[src/lbhp_pkg.sv]
// Behaviour
// - Boot ROM strap is caught when the filtered reset releases; it picks pin use.
// - Strap open: pin becomes ROM select, low on memory read in ROM window.
// - I/O decode only while the address qualifier is low; host holds it low.
// - Upper byte enable low marks data bits 15 to 8 valid this cycle.
// - Open-drain ready pulled low stretches a host cycle until released.
// - A 16-bit two-way data bus carries register reads and writes.
// - Reset pin is active high and taken only after 100 ns asserted.
// - Pending interrupts are shown by driving the interrupt output high.
// - In 16-bit mode wide ack goes low on qualified A15..A4 base match.
// - A read is recognised only while the I/O read strobe is low.
// - A write is recognised only while the I/O write strobe is low.
// - Board select LED lights on decoded I/O access and is stretched.
`default_nettype none
package lbhp_pkg;
	localparam int ADDR_W       = 20;
	localparam int DATA_W       = 16;
	localparam int CLK_MHZ      = 40;
	localparam int RST_MIN_NS   = 100;
	localparam int RST_FILT_CYC = (RST_MIN_NS * CLK_MHZ + 999) / 1000;
	localparam int LED_HOLD_US  = 20000;
	localparam int LED_HOLD_CYC = LED_HOLD_US * CLK_MHZ;
	localparam int IO_MATCH_LSB = 4;
	localparam int IO_MATCH_MSB = 15;
	localparam int ROM_MATCH_LSB = 14;
	localparam logic [5:0] ROM_BASE_DEF = 6'h30;
	localparam logic STRAP_RST  = 1'b1;

	typedef struct packed {
		logic [ADDR_W-1:0] addr;
		logic              qual;
		logic              ube_n;
		logic              rd_n;
		logic              wr_n;
		logic              memr_n;
	} lbhp_pins_type;

	localparam lbhp_pins_type PINS_IDLE = '1;

	typedef struct packed {
		logic              rd;
		logic              wr;
		logic [3:0]        offset;
		logic [1:0]        be;
		logic [DATA_W-1:0] wdata;
	} lbhp_req_type;

	typedef enum logic [1:0] {
		ST_IDLE,
		ST_RD_WAIT,
		ST_RD_HOLD,
		ST_WR_HOLD
	} lbhp_state_type;
endpackage : lbhp_pkg
`default_nettype wire

[src/lbhp_port.sv]
`timescale 1ns/1ps
`default_nettype none
module lbhp_port
	import lbhp_pkg::*;
#(
	parameter int         LED_CYC  = LED_HOLD_CYC,
	parameter logic [5:0] ROM_BASE = ROM_BASE_DEF
) (
	// Clock and power-on reset
	input  wire logic                 clock_i,
	input  wire logic                 rst_n_i,
	// Host bus pins
	input  wire logic [ADDR_W-1:0]    addr_i,
	input  wire logic                 address_qualifier_i,
	input  wire logic                 upper_byte_enable_n_i,
	input  wire logic                 io_read_strobe_n_i,
	input  wire logic                 io_write_strobe_n_i,
	input  wire logic                 mem_read_strobe_n_i,
	input  wire logic                 reset_pin_i,
	input  wire logic [DATA_W-1:0]    data_i,
	output logic      [DATA_W-1:0]    data_o,
	output logic                      data_oe_o,
	// Strap and ROM select pin
	input  wire logic                 boot_rom_select_strap_i,
	output logic                      boot_rom_select_strap_o,
	output logic                      boot_rom_select_strap_oe_o,
	// Open-drain and plain outputs
	output logic                      cycle_ready_o,
	output logic                      cycle_ready_oe_o,
	output logic                      wide_io_ack_n_o,
	output logic                      wide_io_ack_oe_o,
	output logic                      host_irq_o,
	output logic                      board_select_led_n_o,
	output logic                      board_select_led_oe_o,
	// Core side
	input  wire logic [11:0]          io_base_i,
	input  wire logic                 wide_mode_i,
	input  wire logic                 core_irq_i,
	input  wire logic [DATA_W-1:0]    core_rdata_i,
	input  wire logic                 core_rvalid_i,
	output lbhp_req_type              req_o,
	output logic                      dev_reset_o,
	output logic                      strap_mode_o
);
	lbhp_pins_type      pins_meta_q;
	lbhp_pins_type      pins_q;
	logic [DATA_W-1:0]  data_meta_q;
	logic [DATA_W-1:0]  data_q;
	logic               rst_meta_q;
	logic               rst_sync_q;
	logic               strap_meta_q;
	logic               strap_sync_q;
	logic [2:0]         rst_cnt_q;
	logic               dev_rst_q;
	logic               strap_mode_q;
	logic               rom_cs_q;
	lbhp_state_type     state_q;
	lbhp_req_type       req_q;
	logic [DATA_W-1:0]  rdata_q;
	logic               ack_q;
	logic               irq_q;
	logic [31:0]        led_cnt_q;
	logic               io_hit;
	logic               rd_hit;
	logic               wr_hit;
	logic               rom_hit;

	function automatic logic addr_match(input lbhp_pins_type p,
		input logic [11:0] base);
		addr_match = !p.qual &&
			p.addr[IO_MATCH_MSB:IO_MATCH_LSB] == base;
	endfunction : addr_match

	// Every pin passes two flip-flops before any logic looks at it.
	// The reset pin reads as asserted until the chain has seen it, so
	// the strap is caught from the real pin and not from a reset value.
	always_ff @(posedge clock_i or negedge rst_n_i) begin
		if (!rst_n_i) begin
			pins_meta_q  <= PINS_IDLE;
			pins_q       <= PINS_IDLE;
			data_meta_q  <= '0;
			data_q       <= '0;
			rst_meta_q   <= 1'b1;
			rst_sync_q   <= 1'b1;
			strap_meta_q <= STRAP_RST;
			strap_sync_q <= STRAP_RST;
		end else begin
			pins_meta_q  <= '{addr: addr_i, qual: address_qualifier_i,
				ube_n: upper_byte_enable_n_i, rd_n: io_read_strobe_n_i,
				wr_n: io_write_strobe_n_i, memr_n: mem_read_strobe_n_i};
			pins_q       <= pins_meta_q;
			data_meta_q  <= data_i;
			data_q       <= data_meta_q;
			rst_meta_q   <= reset_pin_i;
			rst_sync_q   <= rst_meta_q;
			strap_meta_q <= boot_rom_select_strap_i;
			strap_sync_q <= strap_meta_q;
		end
	end

	// The count restarts on any drop, so a short spike never resets the core.
	always_ff @(posedge clock_i or negedge rst_n_i) begin
		if (!rst_n_i) begin
			rst_cnt_q <= '0;
			dev_rst_q <= 1'b1;
		end else if (!rst_sync_q) begin
			rst_cnt_q <= '0;
			dev_rst_q <= 1'b0;
		end else if (rst_cnt_q == 3'(RST_FILT_CYC - 1)) begin
			dev_rst_q <= 1'b1;
		end else begin
			rst_cnt_q <= rst_cnt_q + 3'h1;
		end
	end

	// Strap is read while the pin is still released, on the release cycle.
	always_ff @(posedge clock_i or negedge rst_n_i) begin
		if (!rst_n_i) begin
			strap_mode_q <= STRAP_RST;
		end else if (dev_rst_q && !rst_sync_q) begin
			strap_mode_q <= strap_sync_q;
		end
	end

	assign io_hit  = addr_match(pins_q, io_base_i) && !dev_rst_q;
	assign rd_hit  = io_hit && !pins_q.rd_n;
	assign wr_hit  = io_hit && !pins_q.wr_n;
	assign rom_hit = !pins_q.memr_n && !dev_rst_q &&
		pins_q.addr[ADDR_W-1:ROM_MATCH_LSB] == ROM_BASE;

	always_ff @(posedge clock_i or negedge rst_n_i) begin
		if (!rst_n_i) begin
			rom_cs_q <= 1'b0;
		end else begin
			rom_cs_q <= strap_mode_q && rom_hit;
		end
	end

	always_ff @(posedge clock_i or negedge rst_n_i) begin
		if (!rst_n_i) begin
			ack_q <= 1'b0;
			irq_q <= 1'b0;
		end else begin
			ack_q <= wide_mode_i && io_hit;
			irq_q <= core_irq_i && !dev_rst_q;
		end
	end

	// Writes are posted when the strobe rises, with the last data seen.
	always_ff @(posedge clock_i or negedge rst_n_i) begin
		if (!rst_n_i) begin
			state_q <= ST_IDLE;
			req_q   <= '0;
			rdata_q <= '0;
		end else begin
			req_q.rd <= 1'b0;
			req_q.wr <= 1'b0;
			unique case (state_q)
				ST_IDLE: begin
					req_q.offset <= pins_q.addr[3:0];
					req_q.be     <= {!pins_q.ube_n, !pins_q.addr[0]};
					if (rd_hit) begin
						req_q.rd <= 1'b1;
						state_q  <= ST_RD_WAIT;
					end else if (wr_hit) begin
						req_q.wdata <= data_q;
						state_q     <= ST_WR_HOLD;
					end
				end
				ST_RD_WAIT: begin
					if (core_rvalid_i) begin
						rdata_q <= core_rdata_i;
						state_q <= ST_RD_HOLD;
					end
				end
				ST_RD_HOLD: begin
					if (!rd_hit) begin
						state_q <= ST_IDLE;
					end
				end
				ST_WR_HOLD: begin
					if (wr_hit) begin
						req_q.wdata <= data_q;
						req_q.be[1] <= !pins_q.ube_n;
					end else begin
						req_q.wr <= 1'b1;
						state_q  <= ST_IDLE;
					end
				end
			endcase
		end
	end

	// Stretching keeps a single short access visible to the eye.
	always_ff @(posedge clock_i or negedge rst_n_i) begin
		if (!rst_n_i) begin
			led_cnt_q <= '0;
		end else if (rd_hit || wr_hit) begin
			led_cnt_q <= 32'(LED_CYC);
		end else if (led_cnt_q != '0) begin
			led_cnt_q <= led_cnt_q - 32'h1;
		end
	end

	assign data_o                     = rdata_q;
	assign data_oe_o                  = rd_hit && state_q == ST_RD_HOLD;
	assign cycle_ready_o              = 1'b0;
	assign cycle_ready_oe_o           = state_q == ST_RD_WAIT;
	assign wide_io_ack_n_o            = 1'b0;
	assign wide_io_ack_oe_o           = ack_q;
	assign host_irq_o                 = irq_q;
	assign board_select_led_n_o       = 1'b0;
	assign board_select_led_oe_o      = led_cnt_q != '0;
	assign boot_rom_select_strap_o    = !rom_cs_q;
	assign boot_rom_select_strap_oe_o = strap_mode_q && !dev_rst_q;
	assign req_o                      = req_q;
	assign dev_reset_o                = dev_rst_q;
	assign strap_mode_o               = strap_mode_q;
endmodule : lbhp_port
`default_nettype wire

[config.mk]
export PLATFORM = sky130hd
export DESIGN_NAME = lbhp_port
export DESIGN_NICKNAME = d
export VERILOG_FILES = /design/src/lbhp_pkg.sv /design/src/lbhp_port.sv
export SDC_FILE = /design/constraint.sdc
export NUM_CORES = 1
export LEC_CHECK = 0
export BUFFER_PORTS_ARGS = -buffer_cell sky130_fd_sc_hd__buf_4
export CORE_MARGIN = 3
export CORE_UTILIZATION = 49
export DETAILED_ROUTE_END_ITERATION = 10
export GPL_TIMING_DRIVEN = 0
export MAX_ROUTING_LAYER = met4
export PLACE_DENSITY = 0.73
export SLEW_MARGIN = 20
export SYNTH_ARGS = -nofsm -noshare
export SYNTH_HDL_FRONTEND = slang
export SYNTH_SLANG_ARGS = --single-unit
[constraint.sdc]
create_clock -name clock_i -period 4.25 [get_ports clock_i]
set_clock_uncertainty 0.15 [all_clocks]
set_input_delay 0.2125 -clock clock_i [delete_from_list [all_inputs] [get_ports clock_i]]
set_output_delay 0.2125 -clock clock_i [all_outputs]
set_load 0.01 [all_outputs]
==> run_results.csv, run 1 <==
group,metric,value,unit
outcome,run_status,"completed",
synth,top_cell_types_by_occurrence_after_synthesis,"sky130_fd_sc_hd__dfrtp_1 (112), sky130_fd_sc_hd__dfstp_2 (56), sky130_fd_sc_hd__mux2_2 (37)",
cells_and_area,design_area,8520,um^2
grt,track_usage,20.9,%
die,core_area,12100,um^2
timing,fin_ws,1050,ps
synth,synth_area_leader_cell,"sky130_fd_sc_hd__dfrtp_1",
clock_tree,clk_root_buffer_cell,"sky130_fd_sc_hd__clkbuf_16",
detailed_routing,met3_wirelength,644,um
detailed_routing,firstDrtPassIters,5,
clock_tree,cts_max_level,4,
timing,setup_tns,0,ps
detailed_routing,routed.top_layer,"met4",
grt,first_global_vias,4521,
timing,layout_worst_path_cycle_share,75.3,%
die,floorplan.io_pins,128,
job,drv_cap,0,
grt,grt_first_pass_wirelength,22000,um
detailed_routing,drcViolationCount,0,
timing,fmax,312,MHz
worst_setup_path,crit_arrival,2840,ps
placed_design,dp_hpwl,8470,um
clock_tree,worst_setup_hold_path_clk_slew,60,ps
die,die-height,118,um
pwr,total_power,0.00396,W
pwr,irDropWorstVdd,342,uV
cells_and_area,area_delta_synth_final,38.6,%
detailed_routing,drt_iter0_drc,268,
synth,syn_inst,434,
timing,rsz0062_at_grt,"no",
detailed_routing,routed-wl-met2,7030,um
die,die-area,13900,um^2
synth,async_reset_ff_share,100,%
detailed_routing,route.layer.met1.wl,5360,um
clock_tree,max-clock-path-buffers,2,
clock_tree,tritoncts_clock_tree,"done",
pwr,cellLeakagePower,3.62,nW
detailed_routing,detail-route-antenna-nets,0,
synth,synth-edff-count,0,
cells_and_area,antenna_cells,0,
synth,ys_ff_latch,168,
synth,synth.avg_cell_area,14.2,um^2
timing,min_period,3200,ps
detailed_routing,vias,4201,
placed_design,routabilityCongestion,0.829,
synth,synth_warnings,0,
die,std_cell_rows,40,
worst_hold_path,timing.hold.worst.class,"in -> reg",
timing,hold_viol_final,0,
clock_tree,clk-insertion-delay-late,420,ps
worst_hold_path,min_path_cells,5,
clock_tree,clock_sink_count,168,
synth,number_of_different_library_cells_in_the_post_synthesis_netlist,47,
cells_and_area,layout-drive-gt1-share,41.3,%
worst_setup_path,worst_setup_path_end_kind,"primary output",
synth,synth.area.top_cells,"sky130_fd_sc_hd__dfrtp_1 (46%), sky130_fd_sc_hd__dfstp_2 (24%), sky130_fd_sc_hd__mux2_2 (6.8%)",
detailed_routing,vias_per_cell,5.10,
worst_setup_path,type_of_the_worst_setup_path,"reg -> out",
die,fp.dieW,118,um
grt,initial_antenna_violation_count,0,
pwr,powerDensity,465,nW/um^2
cells_and_area,utilization,70.3,%
grt,grt_start_max_net_pins,92,
worst_setup_path,required,3890,ps
placed_design,port_buffers,124,
detailed_routing,totalWireLength,13300,um
cells_and_area,nNetsFinal,723,
synth,yosysMostFrequentCell,"sky130_fd_sc_hd__dfrtp_1",
worst_setup_path,timing.reg2reg.worst_path_depth,6,
timing,finalSetupViolCount,0,
die,floorplan.initialDensity,50.7,%
detailed_routing,wl_per_cell,16.1,um
clock_tree,cts_buffers,17,
timing,final_max_slew_viol_count,0,
timing,tightestPinTransition,731,ps
timing,slew_headroom,50.7,%
grt,grt_overflow,0,
synth,yosysSeqAreaShare,69.6,%
synth,ys_dominant_reg_cell,"sky130_fd_sc_hd__dfrtp_1",
synth,syn_area,6140,um^2
worst_setup_path,startpoint_type,"flop",
placed_design,placement_setup_slack,1290,ps
cells_and_area,fillers,822,
placed_design,placed_area,7330,um^2
synth,portion_of_synthesized_cell_area_occupied_by_the_leading_cell_type,45.6,%
worst_setup_path,path_max_fanout,10,
state kept, by name, summed over array words and instances (netlist names), 2 cells and up:
name	cells
data_meta_q	16
data_o	16
data_q	16
led_cnt_q	32
pins_meta_q	25
pins_q	25
req_o	24
rst_cnt_q	3
state_q	2
repair_timing:
| action | in CTS | in global routing |
|---|---|---|
| hold buffers | 63 | 0 |
| hold endpoints to repair | 96 | 0 |
| gates resized for setup | 0 | 0 |
| buffers inserted | 0 | 0 |
| endpoints found under the setup margin | 0 | 0 |
stage by stage:
step | hold WS [ps] | cells
floorplan | -233 | 436
global placement | 170 | 728
detailed placement | 99.8 | 729
CTS | 126 | 824
global route | 159 | 824
finish | 150 | 824
worst max-delay path, cell delays in order, from the launching register on:
cell and delay (ps):
sky130_fd_sc_hd__dfrtp_1 440, sky130_fd_sc_hd__or4_4 600, sky130_fd_sc_hd__or3_4 360, sky130_fd_sc_hd__nor4_1 380, sky130_fd_sc_hd__clkbuf_1 360, sky130_fd_sc_hd__nand2b_1 120, sky130_fd_sc_hd__buf_4 160
cell type report:
| class | count | area, um^2 | area share, % |
|---|---|---|---|
| multi-input cells | 248 | 1780 | 20.9 |
| clock buffers | 20 | 468 | 5.50 |
| plain buffers | 14 | 78.8 | 0.926 |
| clock inverters | 12 | 88.8 | 1.04 |
| repair buffers | 188 | 1600 | 18.7 |
| flip-flops and latches | 168 | 4270 | 50.2 |
| well taps | 168 | 210 | 2.47 |
| inverters | 6 | 22.5 | 0.264 |
layer usage:
metal	global-route usage, %	vias up
met5	-	-
met4	8.64	0
met3	5.72	21
met2	34.9	114
met1	24.0	2091
li1	-	1975
path summary, 6_finish.rpt:
| kind | start | to | slack, ps |
|---|---|---|---|
| worst max-delay path | led_cnt_q[18]$_DFFE_PN0P_ | board_select_led_oe_o | 1050 |
| worst min-delay path | io_base_i[1] | req_o[23]$_DFF_PN0_ | 150 |
| worst max register to register | pins_q[16]$_DFF_PN1_ | req_o[9]$_DFFE_PN0P_ | 1340 |
| worst min register to register | data_meta_q[2]$_DFF_PN0_ | data_q[2]$_DFF_PN0_ | 200 |
| max in group asynchronous | rst_n_i | req_o[12]$_DFFE_PN0P_ | 2950 |
| min in group asynchronous | rst_n_i | data_o[2]$_DFFE_PN0P_ | 210 |
kinds of logic after synthesis:
logic type / Yosys count / share of synthesized area, %
flip-flops: 168 / 69.6
AND/OR/NAND/NOR: 127 / 12.3
AO/OA/AOI/OAI: 53 / 5.38
multiplexers: 40 / 7.27
XOR/XNOR: 21 / 2.99
buffers and inverters: 20 / 1.65
adder cells (fa/ha/maj): 4 / 0.815
other: 1 / 0.0610
cell usage in the layout, fill, tap and decap left out, types with 4 or more instances in the layout:
master,instances
sky130_fd_sc_hd__nor3_1,8
sky130_fd_sc_hd__dlygate4sd3_1,63
sky130_fd_sc_hd__inv_1,6
sky130_fd_sc_hd__nand3_1,7
sky130_fd_sc_hd__dfrtp_1,112
sky130_fd_sc_hd__dfstp_2,56
sky130_fd_sc_hd__ha_1,4
sky130_fd_sc_hd__buf_4,128
sky130_fd_sc_hd__a21oi_1,16
sky130_fd_sc_hd__clkbuf_16,18
sky130_fd_sc_hd__or3_2,4
sky130_fd_sc_hd__nor2b_1,5
sky130_fd_sc_hd__or3_1,16
sky130_fd_sc_hd__or4_1,9
sky130_fd_sc_hd__o21ai_0,14
sky130_fd_sc_hd__xor2_1,7
sky130_fd_sc_hd__xnor2_1,14
sky130_fd_sc_hd__clkbuf_1,9
sky130_fd_sc_hd__nand2_1,15
sky130_fd_sc_hd__nand4_1,8
sky130_fd_sc_hd__o21a_1,4
sky130_fd_sc_hd__nor2_1,21
sky130_fd_sc_hd__nor4_1,9
sky130_fd_sc_hd__o31ai_1,11
sky130_fd_sc_hd__mux2_2,37
where the power goes:
| part | switching (W) | total (W) | leakage [nW] | internal [W] |
|---|---|---|---|---|
| logic | 0.000271 | 0.000632 | 1.46 | 0.000361 |
| registers | 0.000108 | 0.00190 | 1.90 | 0.00180 |
| clock network | 0.000624 | 0.00143 | 0.269 | 0.000803 |
Note: power is estimated with default switching activity, not from simulation.
==> run 2, diff against run 1 <==
Clock period 4.25 ns to 3.1 ns, I/O delays scaled along.
==> run 2 against run 1 <==
Setup slack got worse by 900 ps. Sequential power rose by 37%. Utilization is 0.11 points higher. Sequential share of layout area shrank 0.081 points. Combinational power rose by 37%. Via count fell by 0.38%. First-iteration DRC count fell by 5.2%. Worst hold slack got worse by 66 ps. Die area did not move. Critical path depth unchanged. Critical path type unchanged. Largest power group unchanged. Highest routed layer unchanged.
==> run_results.csv, run 2 (same netlist as run 1, synthesis figures left out) <==
group,metric,value,unit
outcome,run_status,"completed",
grt,initial_antenna_violation_count,0,
worst_setup_path,crit_path_end,"board_select_led_oe_o",
worst_setup_path,reg2reg_from,"led_cnt_q[18]$_DFFE_PN0P_",
timing,fmax,339,MHz
clock_tree,max-clock-path-buffers,2,
timing,tightestPinTransition,707,ps
detailed_routing,vias,4185,
timing,finalSetupViolCount,0,
worst_setup_path,worst_setup_path_end_kind,"primary output",
worst_setup_path,required,2790,ps
grt,track_usage,20.9,%
die,die-area,13900,um^2
pwr,pwr-share-clk,36.0,%
worst_setup_path,crit_path_top_delay_cell,"sky130_fd_sc_hd__or4_4",
pwr,power_frac_seq,48.0,%
clock_tree,clk_root_buffer_cell,"sky130_fd_sc_hd__clkbuf_16",
timing,hold_viol_final,0,
pwr,internal_power,0.00406,W
clock_tree,clk-insertion-delay-late,420,ps
grt,grt_start_max_net_pins,92,
clock_tree,cts_max_level,4,
worst_setup_path,timing.reg2reg.worst_path_depth,6,
grt,grt_overflow,0,
worst_setup_path,startpoint_type,"flop",
cells_and_area,layout_commonest_cell,"sky130_fd_sc_hd__buf_4",
timing,rsz0062_at_grt,"no",
clock_tree,post-cts-setup-buffer-count,0,
placed_design,dp_hpwl,8470,um
worst_setup_path,crit_arrival,2640,ps
timing,layout_worst_path_cycle_share,95.1,%
timing,setup_tns,0,ps
pwr,powerDensity,638,nW/um^2
cells_and_area,largest_register_ffs,32,
timing,min_period,2950,ps
worst_setup_path,crit_chain,"or4_4 > or3_4 > nor4_2 > buf_2 > nand2b_1 > buf_4",
pwr,cellLeakagePower,3.63,nW
job,drv_cap,0,
detailed_routing,totalWireLength,13300,um
cells_and_area,biggestRegsByFlops,"led_cnt_q x32, pins_meta_q x25, pins_q x25",
die,die-height,118,um
cells_and_area,layout-drive-gt1-share,41.8,%
worst_setup_path,setup.worst_path.start,"led_cnt_q[18]$_DFFE_PN0P_",
worst_hold_path,min_from,"io_base_i[1]",
timing,slew_headroom,52.4,%
worst_setup_path,path_max_fanout,10,
die,floorplan.initialDensity,50.7,%
cells_and_area,antenna_cells,0,
die,core_area,12100,um^2
worst_setup_path,critical_path_depth,6,
worst_setup_path,reg2reg_slack,220,ps
detailed_routing,vias_per_cell,5.08,
pwr,power_switching_share,25.4,%
worst_setup_path,worst_r2r_endpoint,"led_cnt_q[10]$_DFFE_PN0P_",
placed_design,port_buffers,124,
die,std_cell_rows,40,
die,fp.dieW,118,um
cells_and_area,max_flop_register,"led_cnt_q",
detailed_routing,firstDrtPassIters,4,
cells_and_area,area_delta_synth_final,38.8,%
grt,grt_first_pass_wirelength,22000,um
pwr,p_comb_share,16.0,%
worst_hold_path,timing.hold.worst.class,"in -> reg",
detailed_routing,detail-route-antenna-nets,0,
worst_setup_path,timing.critical_path.buf_inv,2,
worst_setup_path,slowest_delay,600,ps
clock_tree,cts_buffers,17,
clock_tree,worst_setup_hold_path_clk_slew,60,ps
die,floorplan.io_pins,128,
cells_and_area,design_area,8530,um^2
pwr,irDropWorstVdd,469,uV
cells_and_area,layout.cells.most_common_list,"sky130_fd_sc_hd__buf_4 (128), sky130_fd_sc_hd__dfrtp_1 (112), sky130_fd_sc_hd__dlygate4sd3_1 (63)",
timing,final_max_slew_viol_count,0,
worst_setup_path,cpLargestDelayFamily,"simple AND/OR/NAND/NOR gates",
pwr,switchingPower,0.00138,W
placed_design,routabilityCongestion,0.829,
clock_tree,clock_sink_count,168,
cells_and_area,nNetsFinal,723,
grt,first_global_vias,4521,
detailed_routing,drt_iter0_drc,254,
clock_tree,tritoncts_clock_tree,"done",
detailed_routing,wl_per_cell,16.2,um
placed_design,placed_area,7330,um^2
detailed_routing,drcViolationCount,0,
worst_setup_path,type_of_the_worst_setup_path,"reg -> out",
run 2: cell types whose count changed in the layout (fill, tap and decap cells not counted), sizes merged:
cell,delta
buf,+1
clkbuf,-1
run 2: worst min path at each step:
stage                                  to  slack (ps)  cells past startpoint
2_1_floorplan    data_meta_q[0]$_DFF_PN0_        -290                      0
3_3_place_gp     pins_meta_q[6]$_DFF_PN1_         110                      1
3_5_place_dp        data_o[2]$_DFFE_PN0P_          40                      1
4_1_cts               req_o[23]$_DFF_PN0_          70                      5
5_1_grt        wide_io_ack_oe_o$_DFF_PN0_          90                      5
6_report       wide_io_ack_oe_o$_DFF_PN0_          80                      5
run 2: cell type report:
type                       count  area [um^2]
sequential                   168         4270
fill                         819         3580
multi-input combinational    248         1790
timing repair buffer         188         1600
clock buffer                  20          468
tap                          168          210
clock inverter                12         88.8
buffer                        14         80.1
inverter                       6         22.5
run 2: metrics by stage:
stage	utilization (%)	power [W]	cells	worst slack [ps]	hold WS [ps]
2_1_floorplan	-	0.00300	436	447	-291
3_3_place_gp	60.2	0.00339	728	284	113
3_5_place_dp	60.5	0.00344	729	136	42.3
4_1_cts	70.3	0.00547	824	37.3	68.3
5_1_grt	70.4	0.00568	824	26.1	87.8
6_report	70.4	0.00544	824	150	84.4
run 2: worst reg2reg max path, delay by kind of cell (launching register included):
kind / cells / cell delay (ps)
and+or+nand+nor: 4 / 1500
AOI/OAI and AO/OA: 1 / 510
DFF: 1 / 440
buffers and inverters: 1 / 150
run 2: power groups by stage:
stage / logic [W] / registers [W] / clock network (W)
3_5_place_dp: 0.000806 / 0.00264 / 0
3_3_place_gp: 0.000772 / 0.00262 / 0
2_1_floorplan: 0.000336 / 0.00267 / 0
4_1_cts: 0.000872 / 0.00261 / 0.00199
6_report: 0.000868 / 0.00261 / 0.00196
5_1_grt: 0.000944 / 0.00264 / 0.00210
run 2: metal layers:
metal	track usage, %	up-vias	share of wire (%)
li1	-	1968	-
met1	24.0	2080	40
met2	34.9	116	53
met3	5.72	21	5.7
met4	8.64	0	1.8
met5	-	-	0
run 2: repair_timing:
| action | 4_1_cts | 5_1_grt |
|---|---|---|
| gates resized for setup | 1 | 3 |
| hold buffers | 63 | 0 |
| endpoints found under the hold margin | 152 | 0 |
| gates cloned | 0 | 0 |
| setup endpoints to repair | 1 | 10 |
